$ cat src/logic/usb_cfg_params.svh
`ifndef USB_CFG_PARAMS_SVH
`define USB_CFG_PARAMS_SVH
// bit positions in the low configuration word
`define CFG_BIT_STALL_DIS     0
`define CFG_BIT_POWER_SRC     1
`define CFG_BIT_REMOTE_WAKE   2
`define CFG_BIT_RESERVED3     3
`define CFG_BIT_PIN_EXCHANGE  4
`define CFG_BIT_BURST_EN      5
`define CFG_BIT_EMPTY_IN_RESP 6
`define CFG_BIT_RESERVED7     7
`define CFG_BIT_L1_SLEEP      8
`define CFG_WORD_W            9
// reset values of plain software bits
`define CFG_RST_STALL_DIS     1'b0
`define CFG_RST_BURST_EN      1'b0
`define CFG_RST_EMPTY_IN_RESP 1'b0
// fixed defaults of loadable fields
`define CFG_DEF_PIN_EXCHANGE  1'b0
`define CFG_DEF_REMOTE_WAKE   1'b1
`define CFG_DEF_POWER_SRC     1'b1
`define CFG_DEF_L1_SLEEP      1'b1
`define CFG_DEF_SUSPEND       1'b1
`define CFG_DEF_FLAGS1_FIELD  2'h3
`define CFG_DEF_FLAGS2_FIELD  8'h00
// burst limit when limiting is off
`define CFG_BURST_UNLIMITED   8'hff
`endif

$ cat src/logic/usb_cfg_pkg.sv
`default_nettype none
package usb_cfg_pkg;
	// one image of every loadable configuration field
	typedef struct packed {
		logic [7:0] flags2_field;    // flags word 2 field
		logic [1:0] flags1_field;    // flags word 1 field
		logic       l1_sleep_enable; // flags word 1 bit
		logic       suspend_allow;   // flags word 0 suspend enable
		logic       pin_exchange;    // flags word 0 pin swap
		logic       remote_wake;     // flags word 0 remote wake
		logic       power_source;    // flags word 0 power method
	} cfg_image_t;
	// software side write data for the low bits
	typedef struct packed {
		logic burst_limit_enable;
		logic empty_in_response;
		logic remote_wake_support;
		logic power_source_select;
		logic bulk_out_stall_disable;
		logic l1_sleep_enable;
		logic suspend_allow;
	} sw_bits_t;
endpackage : usb_cfg_pkg
`default_nettype wire

$ cat src/logic/usb_config_low_bits.sv
// Contract
// - burst limit applies only while enable bit set
// - pin exchange bit swaps positive and negative pads
// - pin exchange defaults eeprom, otp, else 0
// - remote wake advertised only when support set
// - remote wake defaults eeprom, otp, else 1
// - power select reports bus or self powered
// - power select eeprom only, else 1
// - loss of sync stalls bulk out unless disabled
// - loadable fields other than power select prefer eeprom, then otp, then default
// - usb or lite reset restores last image
// - l1 sleep defaults eeprom, otp, else 1
// - suspend allow defaults eeprom, otp, else 1
// - flags1 field defaults eeprom, otp, else 3h
// - flags2 fields default eeprom, otp, else 0
// - empty fifo in token: zlp or nak
`include "usb_cfg_params.svh"
`default_nettype none
module usb_config_low_bits
	import usb_cfg_pkg::*;
(
	// clock and reset
	input  wire logic                   clk_sys_i,
	input  wire logic                   rst_n_i,
	// configuration image sources
	input  wire logic                   load_strobe_i,
	input  wire logic                   eeprom_present_i,
	input  wire cfg_image_t             eeprom_image_i,
	input  wire logic                   otp_programmed_i,
	input  wire cfg_image_t             otp_image_i,
	// restore events
	input  wire logic                   usb_reset_i,
	input  wire logic                   lite_soft_reset_i,
	// software access
	input  wire logic                   sw_write_i,
	input  wire sw_bits_t               sw_wdata_i,
	output logic [`CFG_WORD_W-1:0]      cfg_word_o,
	output cfg_image_t                  cfg_fields_o,
	// transmit burst limiting
	input  wire logic [7:0]             burst_cap_i,
	output logic [7:0]                  tx_burst_limit_o,
	// pads and line
	input  wire logic                   usb2_positive_pad_i,
	input  wire logic                   usb2_negative_pad_i,
	output logic                        line_dplus_o,
	output logic                        line_dminus_o,
	// power and remote wake
	output logic                        self_powered_o,
	output logic                        remote_wake_adv_o,
	// bulk out stall on loss of sync
	input  wire logic                   loss_of_sync_i,
	input  wire logic                   stall_clear_i,
	output logic                        bulk_out_stall_o,
	// bulk in answer on empty fifo
	input  wire logic                   in_token_i,
	input  wire logic                   rx_fifo_empty_i,
	output logic                        in_resp_zlp_o,
	output logic                        in_resp_nak_o
);

	// pick one source for a loaded image, eeprom first, otp second
	function automatic cfg_image_t pick_image(
		input logic       ee_ok,
		input cfg_image_t ee,
		input logic       otp_ok,
		input cfg_image_t otp,
		input cfg_image_t dflt
	);
		cfg_image_t r;
		r = dflt;
		if (ee_ok) begin
			r = ee;
		end else if (otp_ok) begin
			r = otp;
		end
		// power method never comes from otp
		if (!ee_ok) begin
			r.power_source = dflt.power_source;
		end
		return r;
	endfunction : pick_image

	// fixed defaults when no source holds a value
	localparam cfg_image_t FIXED_DEFAULT = '{
		flags2_field:    `CFG_DEF_FLAGS2_FIELD,
		flags1_field:    `CFG_DEF_FLAGS1_FIELD,
		l1_sleep_enable: `CFG_DEF_L1_SLEEP,
		suspend_allow:   `CFG_DEF_SUSPEND,
		pin_exchange:    `CFG_DEF_PIN_EXCHANGE,
		remote_wake:     `CFG_DEF_REMOTE_WAKE,
		power_source:    `CFG_DEF_POWER_SRC
	};

	// image and live field state
	cfg_image_t image;           // last loaded image
	cfg_image_t next_image;
	cfg_image_t fields;          // live loadable fields
	cfg_image_t next_fields;
	logic       burst_en;        // burst limit enable
	logic       next_burst_en;
	logic       empty_resp;      // nak instead of zlp
	logic       next_empty_resp;
	logic       stall_dis;       // keep bulk out running
	logic       next_stall_dis;

	// image load and field restore; restore beats a same-cycle write to the loadable fields
	always_comb begin
		next_image      = image;
		next_fields     = fields;
		next_burst_en   = burst_en;
		next_empty_resp = empty_resp;
		next_stall_dis  = stall_dis;
		if (load_strobe_i) begin
			next_image = pick_image(eeprom_present_i, eeprom_image_i,
				otp_programmed_i, otp_image_i, FIXED_DEFAULT);
		end
		if (load_strobe_i) begin
			// a fresh load takes effect on the live fields at once
			next_fields = next_image;
		end else if (usb_reset_i || lite_soft_reset_i) begin
			next_fields = image;
		end else if (sw_write_i) begin
			// pin exchange is read only, so the write leaves it alone
			next_fields.remote_wake     = sw_wdata_i.remote_wake_support;
			next_fields.power_source    = sw_wdata_i.power_source_select;
			next_fields.l1_sleep_enable = sw_wdata_i.l1_sleep_enable;
			next_fields.suspend_allow   = sw_wdata_i.suspend_allow;
		end
		if (sw_write_i) begin
			next_burst_en   = sw_wdata_i.burst_limit_enable;
			next_empty_resp = sw_wdata_i.empty_in_response;
			next_stall_dis  = sw_wdata_i.bulk_out_stall_disable;
		end
	end

	// register the configuration state
	always_ff @(posedge clk_sys_i or negedge rst_n_i) begin
		if (!rst_n_i) begin
			image      <= FIXED_DEFAULT;
			fields     <= FIXED_DEFAULT;
			burst_en   <= `CFG_RST_BURST_EN;
			empty_resp <= `CFG_RST_EMPTY_IN_RESP;
			stall_dis  <= `CFG_RST_STALL_DIS;
		end else begin
			image      <= next_image;
			fields     <= next_fields;
			burst_en   <= next_burst_en;
			empty_resp <= next_empty_resp;
			stall_dis  <= next_stall_dis;
		end
	end

	// pad synchroniser; the pads are not on the core clock, so a change is
	// accepted only once the second and third stages agree, costing four cycles
	logic [1:0] pad_meta;       // first stage, read only by the second
	logic [1:0] pad_sync;       // second stage
	logic [1:0] pad_late;       // third stage
	logic [1:0] pad_level;      // accepted levels, {positive, negative}
	logic [1:0] next_pad_level;

	// take the new pad levels only when two stages match
	always_comb begin
		next_pad_level = pad_level;
		if (pad_sync == pad_late) begin
			next_pad_level = pad_late;
		end
	end

	// register the synchroniser stages
	always_ff @(posedge clk_sys_i or negedge rst_n_i) begin
		if (!rst_n_i) begin
			pad_meta  <= 2'h0;
			pad_sync  <= 2'h0;
			pad_late  <= 2'h0;
			pad_level <= 2'h0;
		end else begin
			pad_meta  <= {usb2_positive_pad_i, usb2_negative_pad_i};
			pad_sync  <= pad_meta;
			pad_late  <= pad_sync;
			pad_level <= next_pad_level;
		end
	end

	// output side state
	logic [`CFG_WORD_W-1:0] next_cfg_word;
	logic [7:0]             next_burst_limit;
	logic                   next_dplus;
	logic                   next_dminus;
	logic                   next_stall;
	logic                   next_zlp;
	logic                   next_nak;

	// outputs follow the live state one cycle later, except cfg_word_o and cfg_fields_o, which track it
	always_comb begin
		next_cfg_word                         = '0; // reserved bits read zero
		next_cfg_word[`CFG_BIT_STALL_DIS]     = next_stall_dis;
		next_cfg_word[`CFG_BIT_POWER_SRC]     = next_fields.power_source;
		next_cfg_word[`CFG_BIT_REMOTE_WAKE]   = next_fields.remote_wake;
		next_cfg_word[`CFG_BIT_RESERVED3]     = 1'b0;
		next_cfg_word[`CFG_BIT_PIN_EXCHANGE]  = next_fields.pin_exchange;
		next_cfg_word[`CFG_BIT_BURST_EN]      = next_burst_en;
		next_cfg_word[`CFG_BIT_EMPTY_IN_RESP] = next_empty_resp;
		next_cfg_word[`CFG_BIT_L1_SLEEP]      = next_fields.l1_sleep_enable;
		// limit only when enabled, otherwise let bursts run full size
		if (burst_en) begin
			next_burst_limit = burst_cap_i;
		end else begin
			next_burst_limit = `CFG_BURST_UNLIMITED;
		end
		// pad mapping; swap bit exchanges the two pads
		if (fields.pin_exchange) begin
			next_dplus  = pad_level[0];
			next_dminus = pad_level[1];
		end else begin
			next_dplus  = pad_level[1];
			next_dminus = pad_level[0];
		end
		// stall is sticky; a loss of sync in the clear cycle still wins
		next_stall = bulk_out_stall_o;
		if (stall_clear_i) begin
			next_stall = 1'b0;
		end
		if (loss_of_sync_i && !stall_dis) begin
			next_stall = 1'b1;
		end
		// answer to an in token that meets an empty fifo
		next_zlp = in_token_i && rx_fifo_empty_i && !empty_resp;
		next_nak = in_token_i && rx_fifo_empty_i && empty_resp;
	end

	// register every output
	always_ff @(posedge clk_sys_i or negedge rst_n_i) begin
		if (!rst_n_i) begin
			cfg_word_o        <= '0;
			cfg_fields_o      <= FIXED_DEFAULT;
			tx_burst_limit_o  <= `CFG_BURST_UNLIMITED;
			line_dplus_o      <= 1'b0;
			line_dminus_o     <= 1'b0;
			self_powered_o    <= `CFG_DEF_POWER_SRC;
			remote_wake_adv_o <= 1'b0;
			bulk_out_stall_o  <= 1'b0;
			in_resp_zlp_o     <= 1'b0;
			in_resp_nak_o     <= 1'b0;
		end else begin
			cfg_word_o        <= next_cfg_word;
			cfg_fields_o      <= next_fields;
			tx_burst_limit_o  <= next_burst_limit;
			line_dplus_o      <= next_dplus;
			line_dminus_o     <= next_dminus;
			self_powered_o    <= fields.power_source;
			remote_wake_adv_o <= fields.remote_wake;
			bulk_out_stall_o  <= next_stall;
			in_resp_zlp_o     <= next_zlp;
			in_resp_nak_o     <= next_nak;
		end
	end

endmodule : usb_config_low_bits
`default_nettype wire

$ cat config.mk
export PLATFORM = sky130hd
export DESIGN_NAME = usb_config_low_bits
export DESIGN_NICKNAME = d
export VERILOG_FILES = /design/src/logic/usb_cfg_pkg.sv /design/src/logic/usb_config_low_bits.sv
export VERILOG_INCLUDE_DIRS = /design/src /design/src/logic
export SDC_FILE = /design/constraint.sdc
export NUM_CORES = 1
export LEC_CHECK = 0
export BUFFER_PORTS_ARGS = -buffer_cell sky130_fd_sc_hd__buf_4
export CORE_AREA = 2 2 105 56
export CTS_CLUSTER_SIZE = 24
export DETAILED_ROUTE_END_ITERATION = 6
export DIE_AREA = 0 0 107 58
export PLACE_DENSITY = 0.76
export SYNTH_ARGS = -nofsm -noshare
export SYNTH_HDL_FRONTEND = slang
export SYNTH_SLANG_ARGS = --single-unit
$ cat constraint.sdc
create_clock -name clk_sys_i -period 1.4 [get_ports clk_sys_i]
set_clock_uncertainty 0.05 [all_clocks]
set_input_delay 0.07 -clock clk_sys_i [delete_from_list [all_inputs] [get_ports clk_sys_i]]
set_output_delay 0.07 -clock clk_sys_i [all_outputs]
set_load 0.03 [all_outputs]
== Word-level counts from Yosys, hierarchy flattened ==
Index checks and enable logic that the tools add are counted.
Widths: inputs -> output; s select.

* Equality and inequality tests: 1
* Reduce and logical (&&, ||, !) cells: 10
* Multiplexer cells: 19

{| class="wikitable"
|+ Operators by type and width
! cell !! number
|-
| $mux 15 || 4
|-
| $mux 10 || 1
|-
| $mux 1 || 9
|-
| $mux 2 || 4
|-
| $mux 8 || 1
|-
| $logic_and 1x1->1 || 4
|-
| $reduce_bool 2->1 || 2
|-
| $reduce_bool 3->1 || 1
|-
| $eq 2x2->1 || 1
|-
| $logic_not 1->1 || 2
|-
| $logic_or 1x1->1 || 1
|}

* Input port bits: 59
* Register bits after elaboration: 63
* Output and inout bits: 39

== Depth between registers and ports, before layout ==
Gate-level depths: netlist of the first run.

* Depth after elaboration: 5
* Gate-level depth with buffers: 5
* Depth with buffers taken out: 3

== Worst setup path after synthesis of the first run ==
No wires, ideal clock.

* Path kind: input-to-reg
* From: in load_strobe_i
* To: reg cfg_fields_o[10] (netlist name)
* Data arrival time: 1012 ps
* Path slack: 213 ps
* Library setup time: 125 ps
* Buffers on the path: 2
* Required time: 1225 ps
* Stages: 4
* Path through: buf_6 > or3_4 > buf_6 > mux2_4

* Cells in the longest elaborated chain, start to end: 2
* Elaborated cells on any way between the ends: 3

{| class="wikitable"
|+ Ends and longest elaborated chain
! element !! RTL line !! RTL
|-
| start, declared || usb_config_low_bits.sv:26 || <nowiki>input wire logic load_strobe_i,</nowiki>
|-
| $mux 15 || usb_config_low_bits.sv:113 || <nowiki>if (load_strobe_i) begin</nowiki>
|-
| $mux 15 || usb_config_low_bits.sv:117 || <nowiki>if (load_strobe_i) begin</nowiki>
|-
| end signal, assigned || usb_config_low_bits.sv:246 || <nowiki>cfg_fields_o <= next_fields;</nowiki>
|-
| end, declared || usb_config_low_bits.sv:38 || <nowiki>output cfg_image_t cfg_fields_o,</nowiki>
|}

Parallel ways exist; a longest one is shown, timed or not.
A chain may end at the register's enable or synchronous reset.

== Worst setup path after layout of the first run ==
* From: in eeprom_image_i[13] (netlist name)
* To: reg image[13] (netlist name)

* Cells in the longest elaborated chain, start to end: 2

{| class="wikitable"
|+ Ends and longest elaborated chain
! element !! RTL line !! RTL
|-
| start, declared || usb_config_low_bits.sv:28 || <nowiki>input wire cfg_image_t eeprom_image_i,</nowiki>
|-
| $mux 15 || usb_config_low_bits.sv:71 || <nowiki>if (ee_ok) begin</nowiki>
|-
| $mux 15 || usb_config_low_bits.sv:113 ||
|-
| end signal, assigned || usb_config_low_bits.sv:145 || <nowiki>image <= next_image;</nowiki>
|-
| end, declared || usb_config_low_bits.sv:95 || <nowiki>cfg_image_t image;</nowiki>
|}

Every way passes these cells.

==> key figures, run 1 <==
Yosys
  • Avg Cell Area, Syn: 12.17 µm²
  • Register area share after synthesis: a little over three fifths
  • Top-count cell post-synth: dfrtp_1
  • Synth Flop Type: dfrtp_1
  • Commonest cells post-synth: dfrtp_1 (38), dfstp_2 (21), nor2_1 (15)
  • Leading area contributor after synthesis: dfrtp_1
  • Leading post-synthesis cells by cell area: dfrtp_1 (40%), dfstp_2 (23%), mux2_4 (4.4%)
  • Async set or reset register ratio after synthesis: 100.0%
  • EDFF count, synth: 0
  • Yosys cell types: 28
  • Top cell type's share of synthesized area: 39.67%
  • Synthesized area: approximately 0.0024 mm²
  • Number of synthesized register bits: between 50 and 60
  • Cells after Synth: roughly 200
  • Synthesis Warnings: 0

Clock tree
  • Clk buf depth: 2
  • Worst-path clk slew: ~0.060 ns
  • Depth of the CTS H-tree: 3
  • Num Clock Sinks: 59
  • CTS tree: yes
  • Setup Fix Bufs, Post-CTS: 0
  • Clock root buffer master: clkbuf_8
  • Clock latency on the worst-skew pair: approximately 0.32 ns
  • TritonCTS Buffers: 9

Power
  • Lkg Pwr: roughly 1.7 nW
  • PwrDens: between 1000 and 1500 mW/mm²
  • Worst IR Drop VDD: 0.0007304 V
  • Power Total: 0.004464 W

Detailed routing
  • DRT antenna net count: 0
  • Final WL: ~5.4 mm
  • Routed length per instance: between 10 and 15 µm
  • Vias post-DR: between 1,500 and 2,000
  • DR pass1 iterations: 4
  • Vias/cell: approximately 4.7
  • # DRC: 0
  • Initial DRC count: 37

Die
  • Die width: 107 µm
  • Initial Utilization: 45.22%
  • Die Area: between 0.006 and 0.007 mm²
  • IO Pins: 98
  • Core outline area: 0.005301 mm²
  • Rows: 19
  • Die H: a little under 60 µm

Critical path
  • CP endpoint kind: flop
  • WP data required: ~1.6 ns
  • FF-to-FF path depth: 3
  • Worst Path Arrival: roughly 1.6 ns
  • CP max FO: 2
  • Worst R2R Start: image[7]
  • RR Endpoint: image[7]
  • WS Path Type: input port to flop
  • Reg2Reg Setup Slack: between 0.1 and 0.15 ns
  • CP Launch Type: input port

Layout
  • Number of diodes: 0
  • Share of cells above drive strength 1: 46.06%
  • Final #Nets: between 300 and 400
  • Area growth syn-to-layout: 54.12%
  • Filler cells: between 300 and 400

Global routing
  • GR Overflow Total: 0
  • Vias in the first global route: around 1,900
  • Largest net degree at the start of global routing: 31
  • Global-route wire length before repair: about 9 mm
  • Antenna violations before repair: 0
  • GRT Overall Usage: approximately a fifth

Timing
  • RSZ-0062 raised after global routing: false
  • Finish-stage setup viols: 0
  • Final period utilization: a little under 100%
  • Fin. Hold Viols: 0
  • Final setup TNS: 0 ns
  • Peak Freq: approximately 740 MHz
  • Post-layout minimum cycle time: approximately 1.4 ns
  • Max-slew violations: 0

Place
  • Placer Congestion: approximately 0.77
  • PortBufs: 94
  • Post-DP HPWL: ~3.7 mm

Job
  • Max cap viols: 0

Outcome
  • Status: completed

Min path
  • Worst hold path depth: 3
  • Hold crit path type: input port to flop
  • Hold Path Sink: image[12]
  • Hold_sp: eeprom_image_i[12]
[kinds of logic (layout without fill, tap and decap cells)]
family / after synthesis / after routing / share of synthesized area, %
AO/OA/AOI/OAI: 37 / 37 / 9.394
XOR/XNOR: 2 / 2 / 0.7308
buffers and inverters: 29 / 161 / 6.315
flip-flops: 59 / 59 / 62.68
multiplexers: 18 / 18 / 9.395
other: 1 / 2 / 0.1564
AND/OR/NAND/NOR: 51 / 51 / 11.33
[critical path, stage by stage]
cell	delay (ns)
dlygate4sd3_1	0.54
buf_4	0.10
nand2_1	0.04
a31oi_1	0.22
dlygate4sd3_1	0.59
[timing repair]
item                                    CTS  global route
endpoints found under the hold margin    72             0
hold buffers                             34             0
endpoints found under the setup margin    0             1
gates resized for setup                   0             1
[sequential cells by signal, indices dropped and copies added, names as in the netlist, 2 cells and up]
signal / flops
pad_sync: 2
pad_level: 2
pad_late: 2
image: 15
cfg_fields_o: 14
pad_meta: 2
tx_burst_limit_o: 8
cfg_word_o: 7
[routing by layer]
layer	global-route usage (%)	vias to the layer above	part of all wire [%]
met4	6.679	0	0.46
met5	0	-	0
li1	-	916	-
met2	29.21	66	43
met1	24.91	901	48
met3	8.549	4	7.9
[worst max-delay path by stage]
stage | from | to | slack (ns) | cells after the start
finish | eeprom_image_i[13] | image[13] | 0.04 | 5
floorplan | load_strobe_i | cfg_fields_o[10] | 0.21 | 4
global placement | load_strobe_i | cfg_fields_o[11] | 0.17 | 3
detailed placement | load_strobe_i | cfg_fields_o[10] | 0.16 | 3
global route | eeprom_image_i[13] | image[13] | 0.003 | 5
CTS | load_strobe_i | image[11] | 0.07 | 4
[metrics by stage]
step	area, µm²	worst slack, ns	cells	hold slack [ns]	util, %
3_5_place_dp	3147	0.1601	353	-0.09773	59.36
6_report	3695	0.04108	403	0.01454	69.70
3_3_place_gp	3147	0.1730	353	-0.09592	59.36
5_1_grt	3695	0.003102	403	0.01972	69.70
4_1_cts	3689	0.07426	403	0.0007108	69.58
2_1_floorplan	2401	0.2125	198	-0.2756	-
[cell type report]
cell class                 count  area, µm²  share of cell area, %
clock buffer                  15      196.4                  5.317
multi-input combinational    110      753.2                  20.39
sequential                    59       1503                  40.67
clock inverter                 1      5.005                 0.1355
timing repair buffer         131       1094                  29.60
tap                           73      91.34                  2.472
inverter                      14      52.55                  1.422
[power breakdown]
part | internal [W] | total (W) | switching (W)
clock network | 0.000882 | 0.00147 | 0.000586
logic | 0.000468 | 0.000980 | 0.000512
registers | 0.00192 | 0.00201 | 0.0000911
[cell usage in the layout, fill, tap and decap left out]
cell           instances
a31oi_1                8
nand2_1               12
o22ai_1                1
buf_4                 95
or4b_2                 1
dfstp_2               21
o21ai_0               14
o221ai_1               4
mux2_4                 7
o211ai_1               2
dlygate4sd3_1         34
a21oi_1                5
mux2_2                 8
and3_1                 1
inv_1                 14
xor2_1                 2
clkinv_2               1
nor2_1                15
clkbuf_8              14
clkbuf_1               1
buf_12                 2
mux2i_1                3
o2bb2ai_1              2
or3_4                  1
a31oi_2                1
nand3b_1               9
dfrtp_1               38
conb_1                 2
or3b_2                 1
nand2b_1               9
nor3_1                 2
(Power assumes the default switching activity.)
==> run 2: changes to the inputs <==
--- a/config.mk
+++ b/config.mk
@@ -11,7 +11,7 @@
 export CTS_CLUSTER_SIZE = 24
 export DETAILED_ROUTE_END_ITERATION = 6
 export DIE_AREA = 0 0 107 58
-export PLACE_DENSITY = 0.76
+export PLACE_DENSITY = 0.73
 export SYNTH_ARGS = -nofsm -noshare
 export SYNTH_HDL_FRONTEND = slang
 export SYNTH_SLANG_ARGS = --single-unit
==> run 2 against run 1 <==
Against the previous run: via count is 0.69% higher; critical endpoint is now image[12]; critical path depth stayed put; final cell count is 0.74% higher; worst hold slack better by 0.0018 ns; sequential share of layout area is 0.53 points lower.
==> key figures, run 2 (same netlist as run 1, synthesis figures left out) <==
Place
  • Area post-placement: 0.003142 mm² (was 0.003147 mm²)
  • Placer Congestion: 0.7529 (was 0.7700)
  • Post-DP HPWL: 3.698 mm (was 3.699 mm)
  • PortBufs: 94 (unchanged)

Critical path
  • CP endpoint kind: flop (unchanged)
  • Crit path max-delay family: buffers and inverters (unchanged)
  • RR Endpoint: image[12] (was image[7])
  • FF-to-FF path depth: 3 (unchanged)
  • WP depth: 5 (unchanged)
  • Worst Path Arrival: 1.57 ns (about the same)
  • CP max FO: 2 (unchanged)
  • Worst R2R Start: image[12] (was image[7])
  • Largest stage delay on the critical path: 0.59 ns (about the same)
  • WP data required: 1.61 ns (about the same)
  • Cell mode on critical path: dlygate4sd3_1 (unchanged)
  • WP buf/inv: 3 (unchanged)
  • CP startpoint: eeprom_image_i[12] (was eeprom_image_i[13])
  • Reg2Reg Setup Slack: 0.13 ns (about the same)
  • CP Launch Type: input port (unchanged)
  • WS Path Type: input port to flop (unchanged)
  • Crit path cell chain: dlygate4sd3_1 > buf_4 > nand2_1 > a31oi_1 > dlygate4sd3_1 (unchanged)
  • Critical path's slowest cell: dlygate4sd3_1 (unchanged)
  • Crit path capture: image[12] (was image[13])

Die
  • IO Pins: 98 (unchanged)
  • Die width: 107 µm (unchanged)
  • Rows: 19 (unchanged)
  • Initial Utilization: 45.22% (unchanged)
  • Die Area: 0.006206 mm² (unchanged)
  • Die H: 58 µm (unchanged)
  • Core outline area: 0.005301 mm² (unchanged)

Timing
  • Final period utilization: 97.21% (was 97.07%)
  • Final hold slack: 0.01634 ns (was 0.01454 ns)
  • Fin. Hold Viols: 0 (unchanged)
  • Peak Freq: 734.8 MHz (was 735.9 MHz)
  • RSZ-0062 raised after global routing: false (unchanged)
  • Max-slew violations: 0 (unchanged)
  • Finish-stage setup viols: 0 (unchanged)
  • Final setup TNS: 0 ns (unchanged)
  • Post-layout minimum cycle time: 1.361 ns (was 1.359 ns)

Clock tree
  • Setup Fix Bufs, Post-CTS: 0 (unchanged)
  • CTS tree: yes (unchanged)
  • Num Clock Sinks: 59 (unchanged)
  • Clk buf depth: 2 (unchanged)
  • Hold Buf Count CTS: 36 (was 34)
  • TritonCTS Buffers: 9 (unchanged)
  • Depth of the CTS H-tree: 3 (unchanged)
  • Post_cts resized: 0 (unchanged)
  • Worst-path clk slew: 0.06 ns (about the same)
  • Clock latency on the worst-skew pair: 0.33 ns (was 0.32 ns)
  • Clock root buffer master: clkbuf_8 (unchanged)

Layout
  • Post-route core utilization: 70.62% (was 69.70%)
  • Design Area, Final: 0.003744 mm² (was 0.003695 mm²)
  • Number of diodes: 0 (unchanged)
  • Largest register FFs: 15 (unchanged)
  • Top Registers: image x15, cfg_fields_o x14, tx_burst_limit_o x8 (unchanged)
  • Most common cell after layout, fill and taps aside: buf_4 (unchanged)
  • Largest Register: image (unchanged)
  • Final #Nets: 387 (was 384)
  • Leading cell types in the layout, fill and taps excluded: buf_4 (97), dfrtp_1 (38), dlygate4sd3_1 (36) (was buf_4 (95), dfrtp_1 (38), dlygate4sd3_1 (34))
  • Share of cells above drive strength 1: 45.65% (was 46.06%)
  • Area growth syn-to-layout: 56.16% (was 54.12%)

Detailed routing
  • DRT antenna net count: 0 (unchanged)
  • # DRC: 0 (unchanged)
  • Initial DRC count: 49 (was 37)
  • Vias/cell: 4.680 (was 4.682)
  • Routed length per instance: 13.86 µm (was 13.40 µm)
  • Vias post-DR: 1,900 (was 1,887)
  • Final WL: 5.629 mm (was 5.401 mm)
  • DR pass1 iterations: 4 (unchanged)

Min path
  • Hold crit path type: input port to flop (unchanged)
  • Worst hold path depth: 3 (unchanged)

Power
  • Clock share of power: 38.3% (was 32.9%)
  • Lkg Pwr: 1.766 nW (was 1.740 nW)
  • PwrDens: 1300 mW/mm² (was 1208 mW/mm²)
  • Worst IR Drop VDD: 0.0008352 V (was 0.0007304 V)
  • Sequential share of power: 41.6% (was 45.1%)
  • Power Total: 0.004865 W (was 0.004464 W)
  • Net load switching power: 0.001245 W (was 0.001190 W)
  • Sw Ratio: 25.59% (was 26.65%)
  • P_int: 0.003621 W (was 0.003274 W)
  • Comb pwr share: 20.2% (was 22.0%)

Global routing
  • Largest net degree at the start of global routing: 36 (was 31)
  • GR Overflow Total: 0 (unchanged)
  • Antenna violations before repair: 0 (unchanged)
  • GRT Overall Usage: 20.33% (was 19.22%)
  • Vias in the first global route: 2,013 (was 1,898)
  • Global-route wire length before repair: 9.466 mm (was 8.852 mm)

Outcome
  • Status: completed (unchanged)

Job
  • Max cap viols: 0 (unchanged)
[run 2: cell types whose count changed in the layout (fill, tap and decap cells not counted), sizes merged]
| cell | delta |
|---|---|
| clkbuf | -4 |
| bufinv | +3 |
| dlygate4sd3 | +2 |
| buf | +1 |
| clkinv | +1 |
[run 2: layout make-up]
cell class                 count  area, µm²
sequential                    59       1503
tap                           73      91.34
multi-input combinational    110      747.0
timing repair buffer         134       1109
inverter                      14      52.55
clock inverter                 5      100.1
fill                         404       1558
clock buffer                  11      141.4
[run 2: per-stage QoR]
| stage | setup slack, ns | cells |
|---|---|---|
| floorplan | 0.2125 | 198 |
| global placement | 0.2077 | 354 |
| detailed placement | 0.1937 | 354 |
| CTS | 0.09511 | 406 |
| global route | 0.002241 | 406 |
| finish | 0.03908 | 406 |
[run 2: worst register-to-register path: stages (launching register included)]
cell,delay [ns]
dfrtp_1,0.32
nor2_1,0.03
a31oi_1,0.21
dlygate4sd3_1,0.59
[run 2: worst min-delay path by stage]
stage | startpoint | endpoint | slack [ns]
4_1_cts | eeprom_image_i[7] | image[7] | 0.00004
2_1_floorplan | rst_n_i | bulk_out_stall_o | -0.28
3_5_place_dp | rst_n_i | image[9] | -0.07
6_report | otp_image_i[8] | image[8] | 0.02
3_3_place_gp | rst_n_i | cfg_fields_o[9] | -0.06
5_1_grt | otp_image_i[8] | image[8] | 0.001
[run 2: metal layers]
metal | global-route usage [%] | up-vias | routed length, µm
li1 | - | 925 | -
met2 | 30.48 | 71 | 2572
met3 | 7.312 | 8 | 360
met1 | 27.26 | 896 | 2625
met4 | 8.534 | 0 | 72
met5 | 0 | - | 0
[run 2: power by group through the flow]
stage	Clock (W)	Combinational [W]	Sequential, W
floorplan	0	0.000297	0.00225
global placement	0	0.000874	0.00204
detailed placement	0	0.000886	0.00205
CTS	0.00190	0.000984	0.00202
global route	0.00201	0.00106	0.00205
finish	0.00186	0.000981	0.00202
==> run 3: changes to the inputs <==
--- a/config.mk
+++ b/config.mk
@@ -12,6 +12,7 @@
 export DETAILED_ROUTE_END_ITERATION = 6
 export DIE_AREA = 0 0 107 58
 export PLACE_DENSITY = 0.73
+export RECOVER_POWER = 50
 export SYNTH_ARGS = -nofsm -noshare
 export SYNTH_HDL_FRONTEND = slang
 export SYNTH_SLANG_ARGS = --single-unit
==> run 3 against run 2 <==
Against the previous run: critical path depth unchanged; largest power group unchanged; combinational power down 0.8%; highest routed layer unchanged; worst hold slack better by 0.0013 ns; flip-flop and latch count unchanged; final area down 0.47%.
==> key figures, run 3 (same netlist as run 1, synthesis figures left out) <==
Outcome
  • Status: completed (unchanged)

Timing
  • Headroom to the max-slew limit: between 60% and 70%
  • Max-slew violations: 0 (unchanged)
  • RSZ-0062 raised after global routing: false (unchanged)
  • Peak Freq: 736.5 MHz (was 734.8 MHz)
  • Fin. Hold Viols: 0 (unchanged)
  • Worst setup margin: 0.04220 ns (was 0.03908 ns)
  • Worst slew pin tran: ~0.55 ns
  • Final period utilization: 96.99% (was 97.21%)
  • Final setup TNS: 0 ns (unchanged)
  • Post-layout minimum cycle time: 1.358 ns (was 1.361 ns)
  • Finish-stage setup viols: 0 (unchanged)

Clock tree
  • Post_cts resized: 0 (unchanged)
  • Hold Buf Count CTS: 36 (unchanged)
  • Clock latency on the worst-skew pair: 0.33 ns (about the same)
  • Depth of the CTS H-tree: 3 (unchanged)
  • CTS tree: yes (unchanged)
  • Num Clock Sinks: 59 (unchanged)
  • Worst-path clk slew: 0.06 ns (about the same)
  • Clk buf depth: 2 (unchanged)
  • Clock root buffer master: clkbuf_8 (unchanged)
  • TritonCTS Buffers: 9 (unchanged)
  • Setup Fix Bufs, Post-CTS: 0 (unchanged)

Layout
  • Largest Register: image (unchanged)
  • Number of diodes: 0 (unchanged)
  • Final #Nets: 387 (unchanged)
  • Leading cell types in the layout, fill and taps excluded: buf_4 (93), dfrtp_1 (38), dlygate4sd3_1 (36) (was buf_4 (97), dfrtp_1 (38), dlygate4sd3_1 (36))
  • Area growth syn-to-layout: 55.43% (was 56.16%)
  • Largest register FFs: 15 (unchanged)
  • Most common cell after layout, fill and taps aside: buf_4 (unchanged)
  • Share of cells above drive strength 1: 45.05% (was 45.65%)
  • Top Registers: image x15, cfg_fields_o x14, tx_burst_limit_o x8 (unchanged)

Global routing
  • Largest net degree at the start of global routing: 36 (unchanged)
  • GRT Overall Usage: 20.33% (unchanged)
  • Vias in the first global route: 2,013 (unchanged)
  • Global-route wire length before repair: 9.466 mm (unchanged)
  • GR Overflow Total: 0 (unchanged)
  • Antenna violations before repair: 0 (unchanged)

Place
  • PortBufs: 94 (unchanged)
  • Placer Congestion: 0.7529 (unchanged)
  • Dpl ws: 0.1937 ns (unchanged)
  • Post-DP HPWL: 3.698 mm (unchanged)

Die
  • Die H: 58 µm (unchanged)
  • Initial Utilization: 45.22% (unchanged)
  • Die width: 107 µm (unchanged)
  • IO Pins: 98 (unchanged)
  • Rows: 19 (unchanged)
  • Core outline area: 0.005301 mm² (unchanged)
  • Die Area: 0.006206 mm² (unchanged)

Power
  • Worst IR Drop VDD: 0.0008316 V (was 0.0008352 V)
  • PwrDens: 1303 mW/mm² (was 1300 mW/mm²)
  • Lkg Pwr: 1.758 nW (was 1.766 nW)

Detailed routing
  • Vias post-DR: 1,898 (was 1,900)
  • Routed length per instance: 13.84 µm (was 13.86 µm)
  • # DRC: 0 (unchanged)
  • DRT antenna net count: 0 (unchanged)
  • Final WL: 5.621 mm (was 5.629 mm)
  • Initial DRC count: 56 (was 49)
  • DR pass1 iterations: 5 (was 4)
  • Vias/cell: 4.675 (was 4.680)

Critical path
  • WS Path Type: input port to flop (unchanged)
  • Worst Path Arrival: 1.57 ns (about the same)
  • WP data required: 1.61 ns (about the same)
  • CP max FO: 2 (unchanged)
  • CP Launch Type: input port (unchanged)
  • CP endpoint kind: flop (unchanged)

Job
  • Max cap viols: 0 (unchanged)

Min path
  • Hold crit path type: input port to flop (unchanged)
run 3: per-layer routing:
metal	track usage, %	up-vias	share of wire (%)
met5	0	-	0
met4	8.534	0	1.2
met3	7.312	9	6.4
met2	30.48	66	46
met1	27.26	899	47
li1	-	924	-
run 3: cell type report:
type	count	area, µm²
clock buffer	11	141.4
fill	406	1575
clock inverter	5	100.1
timing repair buffer	134	1091
multi-input combinational	110	747.0
tap	73	91.34
inverter	14	52.55
sequential	59	1503
run 3: where the power goes:
| part | internal, W | total, W | switching (W) |
|---|---|---|---|
| clock | 0.00123 | 0.00186 | 0.000636 |
| sequential | 0.00192 | 0.00202 | 0.0000990 |
| combinational | 0.000466 | 0.000973 | 0.000508 |
| total | 0.00361 | 0.00486 | 0.00124 |
run 3: through the flow:
step | std cells | total power (W) | utilization, % | instance area (µm²) | hold WS, ns
after floorplan | 198 | 0.002543 | - | 2401 | -0.2756
after global placement | 354 | 0.002916 | 59.26 | 3142 | -0.06494
after detailed placement | 354 | 0.002932 | 59.26 | 3142 | -0.06731
after CTS | 406 | 0.004905 | 70.62 | 3744 | 0.00004446
after global routing | 406 | 0.005103 | 70.29 | 3726 | 0.001140
final | 406 | 0.004855 | 70.29 | 3726 | 0.01760
run 3: worst paths after layout:
path / startpoint / to / slack, ns / cells after the start
hold reg to reg: pad_meta[0] / pad_sync[0] / 0.30 / 0
hold / removal: otp_image_i[8] / image[8] / 0.02 / 3
setup / recovery: eeprom_image_i[12] / image[12] / 0.04 / 5
setup reg to reg: image[12] / image[12] / 0.13 / 3
min in group asynchronous: rst_n_i / image[9] / 0.20 / 2
max in group asynchronous: rst_n_i / image[1] / 0.26 / 3
run 3: critical path, cell delays in order:
cell and delay, ns:
dlygate4sd3_1 0.53, buf_4 0.10, nand2_1 0.04, a31oi_1 0.23, dlygate4sd3_1 0.59
